**src/common/sesu_pkg.sv**
```systemverilog
// package: constants for the upper status event block
package sesu_pkg;
	localparam int SESU_STATUS_W = 16;
	localparam int SESU_BIT_PERR = 10;
	localparam int SESU_BIT_OOS = 11;
	localparam int SESU_BIT_SDET = 12;
	localparam int SESU_SYNC_LIMIT = 8;
	localparam int SESU_CNT_W = 4;
	localparam int SESU_NUM_PORTS = 16;
	localparam logic [15:0] SESU_STATUS_RST = 16'h0000;
	localparam logic [15:0] SESU_MASK_RST = 16'h0000;
	localparam logic SESU_IRQ_EN_RST = 1'b0;
	localparam logic [15:0] SESU_UPPER_BITS = 16'h1C00;
endpackage

```
**src/core/sesu_top.sv**
```systemverilog
// module: upper status event bits, mask gating and interrupt output
// Function
// - Processor error set when a command arrives before internal logic is ready.
// - Reading row buffer before fetched row arrives raises processor error.
// - Row buffer write during pending row store errors and is discarded.
// - Control packet send during pending row store raises processor error.
// - Row address write during pending row store errors; address kept.
// - Eight consecutive crc or parity errors on a port set out-of-sync.
// - Any toggle of a signal-detect bit sets the signal-detect event.
// - Masked events still set status but never drive the interrupt.
// - Interrupt low only if unmasked event set and output enabled; reset disables.
`timescale 1ns/1ps
`default_nettype none
module sesu_top
	import sesu_pkg::*;
#(
	parameter int NPORTS = sesu_pkg::SESU_NUM_PORTS,
	parameter int ROW_W = 32,
	parameter int ADDR_W = 12
) (
	// clock and reset
	input wire logic ref_clk,
	input wire logic rst_n,
	// management command port operations
	input wire logic row_fetch_cmd,
	input wire logic row_store_cmd,
	input wire logic row_buf_rd,
	input wire logic row_buf_wr,
	input wire logic [ROW_W-1:0] row_buf_wdata,
	input wire logic row_addr_wr,
	input wire logic [ADDR_W-1:0] row_addr_wdata,
	input wire logic ctl_send_cmd,
	input wire logic status_fetch_cmd,
	input wire logic [15:0] mask_reg,
	input wire logic irq_enable,
	// internal memory handshake
	input wire logic fetch_done,
	input wire logic [ROW_W-1:0] fetch_data,
	input wire logic store_done,
	// link error reports
	input wire logic [NPORTS-1:0] pkt_done,
	input wire logic [NPORTS-1:0] crc_err,
	input wire logic [NPORTS-1:0] par_err,
	// line signal-detect pins
	input wire logic [NPORTS-1:0] sig_detect,
	// outputs
	output logic [ROW_W-1:0] row_buf,
	output logic [ADDR_W-1:0] row_addr,
	output logic fetch_pending,
	output logic store_pending,
	output logic [15:0] event_status,
	output logic irq_out_n
);
	typedef struct packed {
		logic [ROW_W-1:0] row_buf;
		logic [ADDR_W-1:0] row_addr;
		logic fetch_pend;
		logic store_pend;
		logic [NPORTS-1:0] sd_s1;
		logic [NPORTS-1:0] sd_s2;
		logic [NPORTS-1:0] sd_prev;
		logic [2:0] sd_warm;
		logic [15:0] status;
		logic irq_n;
	} sesu_state_t;
	sesu_state_t st_ff, nxt_st;
	logic oos_hit;
	logic perr_ev;
	logic sd_ev;
	logic [15:0] set_vec;
	logic [15:0] next_status;
	sesu_sync_cnt #(.NPORTS(NPORTS)) u_sync_cnt (
		.ref_clk(ref_clk),
		.rst_n(rst_n),
		.pkt_done(pkt_done),
		.crc_err(crc_err),
		.par_err(par_err),
		.oos_hit(oos_hit)
	);
	always_comb begin
		nxt_st = st_ff;
		// two-flop sync of signal-detect pins
		nxt_st.sd_s1 = sig_detect;
		nxt_st.sd_s2 = st_ff.sd_s1;
		nxt_st.sd_prev = st_ff.sd_s2;
		// compare only once sync stages and history hold pin values
		nxt_st.sd_warm = {st_ff.sd_warm[1:0], 1'b1};
		sd_ev = st_ff.sd_warm[2] && (st_ff.sd_s2 != st_ff.sd_prev);
		// processor error cases
		perr_ev = (row_buf_rd && st_ff.fetch_pend)
			|| (row_buf_wr && st_ff.store_pend)
			|| (ctl_send_cmd && st_ff.store_pend)
			|| (row_addr_wr && st_ff.store_pend);
		if (fetch_done) begin
			nxt_st.fetch_pend = 1'b0;
			nxt_st.row_buf = fetch_data;
		end
		if (store_done) begin
			nxt_st.store_pend = 1'b0;
		end
		if (row_fetch_cmd) begin
			nxt_st.fetch_pend = 1'b1;
		end
		if (row_store_cmd) begin
			nxt_st.store_pend = 1'b1;
		end
		if (row_buf_wr && !st_ff.store_pend) begin
			nxt_st.row_buf = row_buf_wdata;
		end
		if (row_addr_wr && !st_ff.store_pend) begin
			nxt_st.row_addr = row_addr_wdata;
		end
		set_vec = 16'h0000;
		set_vec[SESU_BIT_PERR] = perr_ev;
		set_vec[SESU_BIT_OOS] = oos_hit;
		set_vec[SESU_BIT_SDET] = sd_ev;
		// read clears, new set wins
		next_status = (status_fetch_cmd ? 16'h0000 : st_ff.status) | set_vec;
		nxt_st.status = next_status & SESU_UPPER_BITS;
		nxt_st.irq_n = !(irq_enable && |(nxt_st.status & ~mask_reg));
	end
	always_ff @(posedge ref_clk or negedge rst_n) begin
		if (!rst_n) begin
			st_ff <= '0;
			st_ff.status <= SESU_STATUS_RST;
			st_ff.irq_n <= 1'b1;
		end else begin
			st_ff <= nxt_st;
		end
	end
	assign row_buf = st_ff.row_buf;
	assign row_addr = st_ff.row_addr;
	assign fetch_pending = st_ff.fetch_pend;
	assign store_pending = st_ff.store_pend;
	assign event_status = st_ff.status;
	assign irq_out_n = st_ff.irq_n;
endmodule
`default_nettype wire

```
**src/core/sesu_sync_cnt.sv**
```systemverilog
// module: per-port run counters of consecutive crc and parity errors
`timescale 1ns/1ps
`default_nettype none
module sesu_sync_cnt
	import sesu_pkg::*;
#(
	parameter int NPORTS = sesu_pkg::SESU_NUM_PORTS
) (
	// clock and reset
	input wire logic ref_clk,
	input wire logic rst_n,
	// per-port packet results
	input wire logic [NPORTS-1:0] pkt_done,
	input wire logic [NPORTS-1:0] crc_err,
	input wire logic [NPORTS-1:0] par_err,
	// registered: some port hit the limit in the previous cycle
	output logic oos_hit
);
	typedef struct packed {
		logic [NPORTS-1:0][SESU_CNT_W-1:0] crc_run;
		logic [NPORTS-1:0][SESU_CNT_W-1:0] par_run;
		logic hit;
	} sesu_cnt_state_t;
	sesu_cnt_state_t st_ff, nxt_st;
	localparam logic [SESU_CNT_W-1:0] LIM = SESU_CNT_W'(SESU_SYNC_LIMIT);
	localparam logic [SESU_CNT_W-1:0] ONE = SESU_CNT_W'(1);
	wire logic [NPORTS-1:0] hit_vec;
	wire logic [NPORTS-1:0][SESU_CNT_W-1:0] crc_nxt;
	wire logic [NPORTS-1:0][SESU_CNT_W-1:0] par_nxt;
	genvar gi;
	generate
		for (gi = 0; gi < NPORTS; gi++) begin : g_port
			// runs restart on a clean packet
			wire logic [SESU_CNT_W-1:0] crc_step;
			wire logic [SESU_CNT_W-1:0] par_step;
			assign crc_step = crc_err[gi] ? st_ff.crc_run[gi] + ONE : '0;
			assign par_step = par_err[gi] ? st_ff.par_run[gi] + ONE : '0;
			assign hit_vec[gi] = pkt_done[gi] && (crc_step == LIM || par_step == LIM);
			assign crc_nxt[gi] = !pkt_done[gi] ? st_ff.crc_run[gi] : (hit_vec[gi] ? '0 : crc_step);
			assign par_nxt[gi] = !pkt_done[gi] ? st_ff.par_run[gi] : (hit_vec[gi] ? '0 : par_step);
		end
	endgenerate
	always_comb begin
		nxt_st.crc_run = crc_nxt;
		nxt_st.par_run = par_nxt;
		nxt_st.hit = |hit_vec;
	end
	always_ff @(posedge ref_clk or negedge rst_n) begin
		if (!rst_n) begin
			st_ff <= '0;
		end else begin
			st_ff <= nxt_st;
		end
	end
	assign oos_hit = st_ff.hit;
endmodule
`default_nettype wire

```
**config.mk**
```make
export PLATFORM = sky130hd
export DESIGN_NAME = sesu_top
export DESIGN_NICKNAME = d
export VERILOG_FILES = /design/src/common/sesu_pkg.sv /design/src/core/sesu_top.sv /design/src/core/sesu_sync_cnt.sv
export SDC_FILE = /design/constraint.sdc
export NUM_CORES = 1
export LEC_CHECK = 0
export BUFFER_PORTS_ARGS = -buffer_cell sky130_fd_sc_hd__buf_2
export CORE_MARGIN = 2
export CORE_UTILIZATION = 45
export CTS_BUF_LIST = sky130_fd_sc_hd__clkbuf_8
export DETAILED_ROUTE_END_ITERATION = 7
export HOLD_SLACK_MARGIN = 0.02
export PLACE_DENSITY_LB_ADDON = 0.3
export SLEW_MARGIN = 20
export SYNTH_ARGS = -nofsm -noshare
export SYNTH_HDL_FRONTEND = slang
export SYNTH_SLANG_ARGS = --single-unit
```
**constraint.sdc**
```tcl
create_clock -name ref_clk -period 3.3 [get_ports ref_clk]
set_clock_uncertainty 0.1 [all_clocks]
set_input_delay 0.165 -clock ref_clk [delete_from_list [all_inputs] [get_ports ref_clk]]
set_output_delay 0.165 -clock ref_clk [all_outputs]
set_load 0.01 [all_outputs]
```
# Word level (Yosys, flattened, before mapping)
# Index checks and enable logic that the tools add are counted.
dict set report op_classes {
  add_sub_neg 32
  n_eq_ne 33
  mux 71
  bitwise 3
  n_reduce_logical 50
}
# cell n
set ops {}
lappend ops {{4-bit 2-to-1 mux} 64}
lappend ops {{4-bit by 1-bit adder with 4-bit output (second input constant)} 32}
lappend ops {{4-bit equality test (second input constant)} 32}
lappend ops {{32-bit 2-to-1 mux} 2}
lappend ops {{16-bit OR reduction} 2}
lappend ops {{1-bit logical AND} 24}
lappend ops {{1-bit logical OR} 19}
lappend ops {{13-bit by 16-bit AND with 16-bit output} 1}
lappend ops {{16-bit != test} 1}
lappend ops {{16-bit NOT} 1}
lappend ops {{13-bit 2-to-1 mux} 1}
lappend ops {{13-bit bitwise OR} 1}
lappend ops {{2-bit nonzero test} 3}
lappend ops {{1-bit 2-to-1 mux} 4}
lappend ops {{1-bit zero test} 2}
dict set report totals {
  register_bits 230
  in_bits 168
  output_inout_bits 63
  wordCells 232
}

# Logic depth before layout (Yosys ltp)
# Gate-level depths: netlist (run 1).
dict set report logic_depth {
  ltp_word 9
  mapped_depth 6
  depth_no_buf 6
}

# Hierarchy
# A second synthesis (run 1) with hierarchy kept.
dict set report unflattened {
  hier_cells 1074
  hier_area_um2 11342.1
}
# mod n_inst cells_per_inst area_each_um2 seq_area_each_um2
set by_module_without_submodules {}
lappend by_module_without_submodules {sesu_sync_cnt 1 753 7254.5 3228.1}
lappend by_module_without_submodules {sesu_top 1 321 4087.7 2528.7}

# Worst setup path after synthesis (run 1)
# No wires, ideal clock.
dict set report synth_timing {
  path_kind {flip-flop to flip-flop}
  startpoint {register u_sync_cnt.st_ff[25] (netlist name)}
  endpoint {register u_sync_cnt.st_ff[91] (netlist name)}
  setup_time_ns 0.122
  arrival_ns 1.488
  required_ns 3.078
  setup_slack_ns 1.590
  path_stages_with_launch 6
  n_path_buf 0
  synth_period_minus_slack_ns 1.710
  path_cell_list {dfrtp_1 > ha_1 > o41a_1 > nor2_1 > o21ai_0 > o2bb2ai_1}
}
dict set report synth_via {
  elab_chain_cells 6
}
# item line
set synth_lines {}
lappend synth_lines {{from (decl)} sesu_sync_cnt.sv:24} ;# sesu_cnt_state_t st_ff, nxt_st;
lappend synth_lines {{from (signal assigned)} sesu_sync_cnt.sv:52} ;# st_ff <= nxt_st;
lappend synth_lines {{4-bit by 1-bit adder with 4-bit output} sesu_sync_cnt.sv:37} ;# assign par_step = par_err[gi] ? st_ff.par_run[gi] + ONE : '0;
lappend synth_lines {{4-bit 2-to-1 mux} sesu_sync_cnt.sv:37}
lappend synth_lines {{4-bit equality test} sesu_sync_cnt.sv:38} ;# assign hit_vec[gi] = pkt_done[gi] && (crc_step == LIM || par_step == LIM);
lappend synth_lines {{1-bit logical OR} sesu_sync_cnt.sv:38}
lappend synth_lines {{1-bit logical AND} sesu_sync_cnt.sv:38}
lappend synth_lines {{4-bit 2-to-1 mux} sesu_sync_cnt.sv:39} ;# assign crc_nxt[gi] = !pkt_done[gi] ? st_ff.crc_run[gi] : (hit_vec[gi] ? '0 : crc_step);
# No other way between the ends.
# A chain may end at the register's enable or synchronous reset.

# Worst setup path after layout (run 1)
dict set report layout_timing {
  startpoint {register st_ff (netlist bit store_pending)}
  endpoint {register st_ff (netlist bit row_buf[30])}
}
dict set report layout_via {
  elab_chain_cells 3
  elab_cells_between_ends 4
  cone_classes {mux (1); reduce/logical (3)}
}
# item line
set layout_lines {}
lappend layout_lines {{from (decl)} sesu_top.sv:66} ;# sesu_state_t st_ff, nxt_st;
lappend layout_lines {{from (signal assigned)} sesu_top.sv:128} ;# st_ff <= nxt_st;
lappend layout_lines {{1-bit zero test (*)} sesu_top.sv:107} ;# if (row_buf_wr && !st_ff.store_pend) begin
lappend layout_lines {{1-bit logical AND (*)} sesu_top.sv:107}
lappend layout_lines {{32-bit 2-to-1 mux or 2-bit nonzero test (tied branches)} -}
# Every way passes the cells marked *; elsewhere a longest branch is shown, timed or not.

==> results of run 1 <==
[kinds of logic (layout without fill, tap and decap cells)]
logic type               Yosys count  after routing
other                              2             15
AND/OR/NAND/NOR                  310            310
multiplexers                      81             81
adder cells (fa/ha/maj)           32             32
XOR/XNOR                          35             35
AO/OA/AOI/OAI                    243            243
flip-flops                       230            230
buffers and inverters            157            538
[area by class of cell]
type                       instances  area share
multi-input combinational        715       0.339
antenna                            1    0.000159
timing repair buffer             399       0.191
sequential                       230       0.367
inverter                          67      0.0160
tap                              335      0.0267
clock buffer                      53      0.0465
clock inverter                    19      0.0136
[where the power goes]
group	switching, uW	internal (uW)	total, uW
logic	711	820	1530
registers	251	3140	3390
clock network	1210	1770	2980
total	2170	5730	7900
[worst max-delay path by stage]
stage,startpoint,slack (ns),end
6_report,store_pending,0.81,row_buf[30]
3_5_place_dp,u_sync_cnt.st_ff[85],1.12,u_sync_cnt.oos_hit
4_1_cts,store_pending,0.88,row_buf[27]
5_1_grt,store_pending,0.63,row_buf[30]
3_3_place_gp,u_sync_cnt.st_ff[85],1.16,u_sync_cnt.oos_hit
2_1_floorplan,u_sync_cnt.st_ff[25],1.59,u_sync_cnt.st_ff[91]
[flip-flops by register name, indices dropped and copies added (netlist names)]
register / count
st_ff: 17
row_addr: 12
store_pending: 1
fetch_pending: 1
irq_out_n: 1
u_sync_cnt.st_ff: 128
event_status: 3
nxt_st: 34
u_sync_cnt.oos_hit: 1
row_buf: 32
[worst reg2reg max path: cells and delay by family, from the launching register on]
| family | cells | cell delay, ns |
|---|---|---|
| buffers and inverters | 2 | 0.97 |
| and+or+nand+nor | 2 | 0.78 |
| DFF | 1 | 0.46 |
| AOI/OAI and AO/OA | 1 | 0.12 |
[layer usage]
layer  vias to the layer above  part of all wire  track usage
met5                         -                 0            0
met4                         0             0.025       0.0592
met1                      4580              0.43        0.241
li1                       4686                 -            -
met3                        47             0.052       0.0424
met2                       223              0.49        0.348
[cells in the mapped netlist, types with 3 or more instances]
cell type	number	share of area
ha_1	32	0.034
nand3_1	128	0.054
a21o_1	12	0.0076
o22ai_1	40	0.021
nor4_1	7	0.0037
buf_4	62	0.039
o2bb2ai_1	84	0.062
o31a_2	4	0.0034
xor2_1	35	0.026
o41a_1	13	0.012
nand2_1	51	0.016
nor2b_1	29	0.015
inv_1	66	0.021
nand2b_1	12	0.0063
o21ai_0	45	0.019
o22ai_2	3	0.0032
mux2_2	39	0.037
nand3b_1	32	0.020
dfrtp_1	229	0.48
mux2_4	5	0.0063
mux2i_1	37	0.031
a21oi_1	4	0.0017
o32ai_1	4	0.0030
o31a_1	16	0.012
o22ai_4	13	0.022
clkbuf_1	19	0.0060
buf_2	9	0.0038
nand4b_1	14	0.010
nor2_1	32	0.010
[repair_timing]
action	in CTS	in global routing
setup endpoints to repair	0	0
endpoints found under the hold margin	283	0
hold buffers	190	0
[per-stage QoR]
stage,total power (uW),worst slack [ns],cells,area [um2],utilization
2_1_floorplan,4300,1.59,1102,11900,-
3_3_place_gp,4580,1.16,1556,12800,0.494
3_5_place_dp,4630,1.12,1556,12800,0.494
4_1_cts,7980,0.879,1818,15700,0.604
5_1_grt,8370,0.627,1819,15700,0.604
6_report,7900,0.811,1819,15700,0.604
==> flow_metrics.tcl, run 1 <==
set metrics [dict create \
    synthFlopType "dfrtp_1" \
    start_util 0.457 \
    hold_viol_final 0 \
    run_status "complete, no violations" \
    rsz0062_at_grt "no" \
    period_needed_ns 2.49 \
    wire_per_inst_um 14.9 \
    holdWs_ns 0.0979 \
    grt_overflow 0 \
    drive_gt1_frac 0.232 \
    die_area_mm2 0.0277 \
    die_x_um 166 \
    final_common_cell "dfrtp_1" \
    first_pass_iters 4 \
    drv_slew 0 \
    first_iter_violations 455 \
    postCtsSetupBuffers 0 \
    vias_per_cell 5.24 \
    ys_ff_latch 230 \
    synth_xor_area_frac 0.0258 \
    p_per_area_mw_per_mm2 503 \
    ff2ff_path_depth 5 \
    synth_top_family_by_area "compound AO/OA/AOI/OAI gates" \
    grt_max_degree 99 \
    leakage_uw 0.00717 \
    synth_edf_count 0 \
    clk_path_buf_depth 3 \
    crit_buf_inv 2 \
    tightest_slew_ns 1.04 \
    synth_warnings 0 \
    crit_path_max_incr_delay_ns 0.67 \
    synth.yosys.seq_area_share 0.485 \
    cts_resized 0 \
    cap_violations 0 \
    syn_area_mm2 0.0119 \
    async_flop_share 1.00 \
    synthCells 1090 \
    period_share 0.754 \
    wirelength_um 27100 \
    critPathTopFamily "buffers and inverters" \
    cp_max_fo 43 \
    cp.required_ns 3.68 \
    crit_slowest_cell "nor2b_4" \
    cts-htree-levels 2 \
    finalWeightedCongestion 0.794 \
    final_cell_mix "dfrtp_1, buf_2, dlygate4sd3_1" \
    n_fill_cell 2060 \
    io-pin-count 231 \
    die_h_um 166 \
    setup_viol 0 \
    cts_root_buffer "clkbuf_8" \
    irDropWorstVdd_mv 0.302 \
    antenna_left 0 \
    startpoint_type "flop" \
    clk_pin_slew_ns 0.06 \
    r2r_end "row_buf[30]" \
    synth-simple-area-share 0.140 \
    grt_pass1_vias 9666 \
    clock.fmax_mhz 402 \
    synthToLayoutAreaGrowth_pct 32.3 \
    r2r_start "store_pending" \
    core_mm2 0.0260 \
    cts.sink_count 230 \
    fp-row-count 59 \
    synth_fa_ha_area_frac 0.0337 \
    nNetsFinal 1654 \
    regArea_mm2 0.00576 \
    port_buffers 204 \
    max-slew-margin-rel 0.305 \
    path_cells "nor2b_4 > buf_4 > nand2_1 > o21ai_0 > dlygate4sd3_1" \
    yosys-mux-area-fraction 0.0746 \
    route.detailed.drc 0 \
    cts_tree "yes" \
    reg2reg_slack_ns 0.81 \
    clock_latency_ns 0.56 \
    synth_compound_area_frac 0.170 \
    antenna_found_initial 1 \
    synth_cell_types 39 \
    critPathCaptureType "flop" \
    cts_buffers 41 \
    cp.depth 5 \
    tns_ns 0 \
    crit_arrival_ns 2.87 \
    critPathKind "reg -> reg" \
    grt_usage 0.197 \
    grt_pass1_wl_um 46100 \
    vias 9536 \
    hpwl_um 17400 \
    avgSynthCellArea_um2 10.9 \
    multi_input_area_mm2 0.00533 \
    hold_path.class "in -> async" \
]
Note: power is estimated with default switching activity, not from simulation.
==> inputs of run 2 (changes only) <==
Settings changed: ABC_AREA set to 1.
Clock period 3.3 ns to 2.35 ns, I/O delays scaled along.
==> run 2 against run 1 <==
Via count increased by 15%. Fmax increased by 9.1%. Highest routed layer unchanged. First-iteration DRC count increased by 52%. Non-clock buffer count increased by 17. Critical path depth increased by 2. Largest power group unchanged. Combinational power increased by 24%. Sequential share of layout area decreased by 0.74 points.
==> flow_metrics.tcl, run 2 <==
set metrics [dict create \
    largest_reg_flops 128 \
    finalWeightedCongestion 0.801 \
    period_share 0.971 \
    setup.worst_path.end "row_buf[15]" \
    critPathCaptureType "flop" \
    path_cells "inv_4 > nand2_4 > buf_12 > nand3_1 > dlygate4sd3_1 > nand3_1 > dlygate4sd3_1" \
    cp_max_fo 16 \
    dp_slack_ns 0.522 \
    die_h_um 168 \
    ys_ff_latch 230 \
    wirelength_um 30000 \
    crit_buf_inv 4 \
    tns_ns 0 \
    p_per_area_mw_per_mm2 634 \
    registers.top_by_ff_count "u_sync_cnt.st_ff" \
    setup_viol 0 \
    holdWs_ns 0.0907 \
    first_iter_violations 693 \
    final_common_cell "nand2_1" \
    io-pin-count 231 \
    synth.area.top_cells "dfrtp_1, nand2_1, nand3_1" \
    cts_buffers 41 \
    startpoint "store_pending" \
    period_needed_ns 2.28 \
    route.detailed.drc 0 \
    syn_area_mm2 0.0121 \
    power_uw 10200 \
    grt_usage 0.209 \
    final_cell_mix "nand2_1, nand3_1, dfrtp_1" \
    synth_top_area_cell "dfrtp_1" \
    antenna_left 0 \
    cts-htree-levels 2 \
    setup_slack_ns 0.0687 \
    crit_arrival_ns 2.61 \
    regArea_mm2 0.00576 \
    die_x_um 168 \
    drive_gt1_frac 0.208 \
    synth_top_area_frac 0.473 \
    cts_root_buffer "clkbuf_8" \
    reg2reg_slack_ns 0.07 \
    start_util 0.454 \
    synth_warnings 0 \
    synthCells 1478 \
    drv_slew 0 \
    fp-row-count 60 \
    critPathKind "reg -> reg" \
    multi_input_area_mm2 0.00516 \
    grt_pass1_vias 10700 \
    ff2ff_path_depth 7 \
    yosysMostFrequentCell "nand2_1" \
    synth_edf_count 0 \
    cp.required_ns 2.68 \
    r2r_start "store_pending" \
    finalCoreUtilization 0.599 \
    clk_pin_slew_ns 0.06 \
    synth_common_cells "nand2_1, nand3_1, dfrtp_1, inv_1, nor2_1" \
    grt_pass1_wl_um 49300 \
    async_flop_share 1.00 \
    port_buffers 204 \
    core_mm2 0.0267 \
    crit_path_max_incr_delay_ns 0.57 \
    hpwl_um 18700 \
    clock_latency_ns 0.57 \
    die_area_mm2 0.0283 \
    nNetsFinal 2053 \
    startpoint_type "flop" \
    run_status "complete, no violations" \
    crit_slowest_cell "dlygate4sd3_1" \
    synth.yosys.seq_area_share 0.475 \
    first_pass_iters 7 \
    synth_cell_types 35 \
    synthToLayoutAreaGrowth_pct 32.1 \
    cts_tree "yes" \
    clock.fmax_mhz 438 \
    hold_viol_final 0 \
    wire_per_inst_um 13.5 \
    cap_violations 0 \
    critPathTopFamily "buffers and inverters" \
    cp.depth 7 \
    clk_path_buf_depth 3 \
    cts.sink_count 230 \
    r2r_end "row_buf[15]" \
    vias_per_cell 4.93 \
    n_fill_cell 2242 \
    antenna_found_initial 1 \
    avgSynthCellArea_um2 8.20 \
    leakage_uw 0.00800 \
    vias 11000 \
    hold_path.class "in -> reg" \
    irDropWorstVdd_mv 0.407 \
    grt_max_degree 65 \
    synthFlopType "dfrtp_1" \
    grt_overflow 0 \
]
==> run 2: changes by cell type in the layout (fill, tap and decap cells not counted), moves of 21 or more <==
cell,delta
inv_1,+92
inv_2,+22
mux2_2,-27
mux2i_1,-37
nand2_1,+274
nand2_2,+24
nand3_1,+104
nand3b_1,-32
nor2_1,+101
nor2b_1,-28
o21ai_1,+46
o2bb2ai_1,-84
o31ai_1,+21
xor2_1,-35
==> run 2: area by class of cell <==
type	instances	share of cell area
Inverter	173	0.0407
Clock buffer	52	0.0447
Sequential cell	230	0.359
Timing Repair Buffer	416	0.200
Multi-Input combinational cell	991	0.322
Tap cell	341	0.0266
Clock inverter	19	0.00601
Antenna cell	1	0.000156
==> run 2: metrics by stage <==
stage | instance area, um2 | instances
after floorplan | 12200 | 1490
after global placement | 13100 | 1950
after global routing | 16000 | 2223
after CTS | 15900 | 2218
final | 16000 | 2223
after detailed placement | 13100 | 1950
==> run 2: report_power, final <==
part | internal, uW | switching (uW) | total [uW] | leakage, uW
combinational | 923 | 963 | 1890 | 0.00460
clock | 2000 | 1660 | 3660 | 0.000474
sequential | 4330 | 284 | 4620 | 0.00292
total | 7260 | 2910 | 10200 | 0.00800
==> run 2: layer usage <==
| layer | track usage | wire length (um) |
|---|---|---|
| met1 | 0.253 | 12800 |
| met4 | 0.0851 | 1260 |
| met5 | 0 | 0 |
| met2 | 0.363 | 14100 |
| met3 | 0.0442 | 1840 |
==> run 2: logic make-up after synthesis <==
family                     Yosys count  synth area share
DFF                                230             0.475
muxes                               12            0.0111
and+or+nand+nor                    769             0.288
adders and majority gates           32            0.0330
AOI/OAI and AO/OA                  164            0.0882
other                                2          0.000619
buffers and inverters              269             0.104
==> run 2: how the worst min path moves through the flow <==
| stage | startpoint | to | depth (start not counted) |
|---|---|---|---|
| global route | sig_detect[11] | nxt_st[47] | 2 |
| finish | sig_detect[11] | nxt_st[47] | 2 |
| floorplan | rst_n | event_status[10] | 0 |
| global placement | rst_n | row_buf[7] | 1 |
| CTS | sig_detect[15] | nxt_st[51] | 2 |
| detailed placement | rst_n | row_buf[7] | 1 |
==> run 2: repair_timing <==
item,4_1_cts,5_1_grt
setup endpoints to repair,0,10
gates resized for setup,0,3
endpoints found under the hold margin,423,0
hold buffers,197,0
buffers inserted,0,2
==> inputs of run 3 (changes only) <==
Settings changed: SYNTH_HIERARCHICAL set to 1.
==> run 3 against run 2 <==
Fmax grew 2.2%. Largest power group unchanged. Synthesized cell count grew 1.6%. Non-clock buffer count is the same. Critical endpoint is now row_buf[2]. Combinational power shrank 3%. Largest cell class unchanged. Sequential share of layout area grew 0.20 points. Clock power grew 7.4%.
==> flow_metrics.tcl, run 3 <==
set metrics [dict create \
    run_status "complete, no violations" \
    setup_viol 0 \
    grt_pass1_wl_um 49600 \
    crit_arrival_ns 2.61 \
    die_x_um 168 \
    clk_path_buf_depth 3 \
    critPathTopFamily "buffers and inverters" \
    grt_pass1_vias 11000 \
    synthToLayoutAreaGrowth_pct 32.0 \
    cp.required_ns 2.72 \
    registers.top_by_ff_count "u_sync_cnt/st_ff" \
    reg2reg_slack_ns 0.12 \
    p_int_uw 7510 \
    wire_per_inst_um 12.9 \
    port_buffers 204 \
    die_h_um 168 \
    synth_warnings 6 \
    start_util 0.460 \
    cts_buffers 42 \
    leakage_uw 0.00824 \
    crit_slowest_cell "dlygate4sd3_1" \
    postCtsSetupBuffers 0 \
    drive_gt1_frac 0.195 \
    finalWeightedCongestion 0.809 \
    synth_common_cells "nand2_1, nand3_1, dfrtp_1, nor2_1, inv_1" \
    cts_resized 0 \
    p_sw_uw 2870 \
    core_mm2 0.0262 \
    synthFlopType "dfrtp_1" \
    synthCells 1502 \
    clock_latency_ns 0.54 \
    ff2ff_path_depth 6 \
    vias_per_cell 4.94 \
    r2r_end "row_buf[2]" \
    dp.cells 1968 \
    p_per_area_mw_per_mm2 651 \
    critPathCaptureType "flop" \
    hpwl_um 18700 \
    synth_cell_types 31 \
    crit_path_max_incr_delay_ns 0.55 \
    ys_ff_latch 230 \
    cts_root_buffer "clkbuf_8" \
    drv_slew 0 \
    first_iter_violations 656 \
    stdcell_count 2244 \
    period_share 0.950 \
    p_seq_frac 0.444 \
    grt_usage 0.210 \
    hold_viol_final 0 \
    p_comb_frac 0.178 \
    n_fill_cell 2201 \
    crit_buf_inv 3 \
    grt_overflow 0 \
    synth.area.top_cells "dfrtp_1, nand2_1, nand3_1" \
    synth.yosys.seq_area_share 0.477 \
    irDropWorstVdd_mv 0.509 \
    async_flop_share 1.00 \
    io-pin-count 231 \
    nNetsFinal 2077 \
    startpoint_type "flop" \
    tns_ns 0 \
    p_sw_frac 0.276 \
    antenna_left 0 \
    multi_input_area_mm2 0.00521 \
    pwr-share-clk 0.379 \
    hold_buffers 200 \
    r2r_start "store_pending" \
    tightest_slew_ns 0.616 \
    syn_area_mm2 0.0121 \
    path_cells "inv_2 > nand2_2 > buf_4 > nand3_1 > nand3_1 > dlygate4sd3_1" \
    cap_violations 0 \
    avgSynthCellArea_um2 8.03 \
    clock.fmax_mhz 448 \
    yosysMostFrequentCell "nand2_1" \
    rsz0062_at_grt "no" \
    synth_edf_count 0 \
    antenna_found_initial 2 \
    vias 11100 \
    route.detailed.drc 0 \
    cts.sink_count 230 \
    cp_max_fo 64 \
    cts_tree "yes" \
    period_needed_ns 2.23 \
    cts-htree-levels 2 \
    largest_reg_flops 128 \
    synth_top_area_frac 0.475 \
    regArea_mm2 0.00576 \
    clk_pin_slew_ns 0.06 \
    final_common_cell "nand2_1" \
    hold_path.class "in -> async" \
    max-slew-margin-rel 0.590 \
    fp-row-count 59 \
    final_cell_mix "nand2_1, nand3_1, dfrtp_1" \
    die_area_mm2 0.0281 \
    first_pass_iters 5 \
    critPathKind "reg -> reg" \
    path_common_cell "nand3_1" \
    grt_max_degree 70 \
    wirelength_um 29000 \
    synth_top_area_cell "dfrtp_1" \
]
run 3: cell count changes in the layout (fill, tap and decap cells not counted), moves of 18 or more:
cell / delta
nand2_1: +71
o21ai_1: -39
nor2_1: +19
inv_1: -18
inv_2: -20
nand3_1: +19
run 3: area by class of cell:
cell class                      count  area share
Antenna cell                        2    0.000314
Clock buffer                       51      0.0441
Clock inverter                     23      0.0112
Inverter                          132      0.0311
Multi-Input combinational cell   1055       0.327
Sequential cell                   230       0.361
Tap cell                          335      0.0263
Timing Repair Buffer              416       0.198
run 3: per-layer routing:
| metal | GRT usage | part of all wire | vias to the layer above | wire length (um) |
|---|---|---|---|---|
| li1 | - | - | 5570 | - |
| met1 | 0.256 | 0.43 | 5096 | 12400 |
| met2 | 0.361 | 0.48 | 353 | 13800 |
| met3 | 0.0433 | 0.059 | 76 | 1710 |
| met4 | 0.0873 | 0.036 | 0 | 1040 |
| met5 | 0 | 0 | - | 0 |
run 3: kinds of logic after synthesis:
| group | Yosys count | synth area share |
|---|---|---|
| and+or+nand+nor | 883 | 0.324 |
| DFF | 230 | 0.477 |
| buffers and inverters | 229 | 0.0948 |
| AOI/OAI and AO/OA | 114 | 0.0592 |
| adders and majority gates | 32 | 0.0332 |
| muxes | 12 | 0.0112 |
| other | 2 | 0.000622 |
run 3: metrics by stage:
step / area (um2) / worst slack [ns] / total power (uW) / utilization / hold slack, ns
6_report: 15900 / 0.118 / 10400 / 0.608 / 0.0353
5_1_grt: 15900 / 0.0281 / 11000 / 0.608 / 0.0727
4_1_cts: 15900 / 0.136 / 10500 / 0.608 / 0.0272
3_5_place_dp: 13000 / 0.485 / 6130 / 0.498 / 0.0289
3_3_place_gp: 13000 / 0.534 / 6070 / 0.498 / 0.0294
2_1_floorplan: 12100 / 0.824 / 5710 / - / -0.278
run 3: worst max-delay path by stage:
| stage | startpoint | end | slack (ns) | cells past startpoint |
|---|---|---|---|---|
| floorplan | u_sync_cnt/st_ff[97] | u_sync_cnt/oos_hit | 0.82 | 11 |
| global placement | u_sync_cnt/st_ff[97] | u_sync_cnt/oos_hit | 0.53 | 11 |
| detailed placement | u_sync_cnt/st_ff[97] | u_sync_cnt/oos_hit | 0.48 | 10 |
| CTS | store_pending | row_buf[2] | 0.14 | 6 |
| global route | store_pending | row_buf[2] | 0.03 | 6 |
| finish | store_pending | row_buf[2] | 0.12 | 6 |
run 3: worst reg2reg max path: cells and delay by family, from the launching register on:
kind / cells / cell delay, ns
buffers and inverters: 3 / 1.15
AND/OR/NAND/NOR: 3 / 0.53
flip-flops: 1 / 0.39
run 3: power by group through the flow:
stage / Sequential [uW] / Clock (uW) / Combinational [uW]
finish: 4610 / 3930 / 1840
global route: 4660 / 4280 / 2080
CTS: 4600 / 4070 / 1820
detailed placement: 4660 / 0 / 1460
global placement: 4650 / 0 / 1420
floorplan: 4600 / 0 / 1110
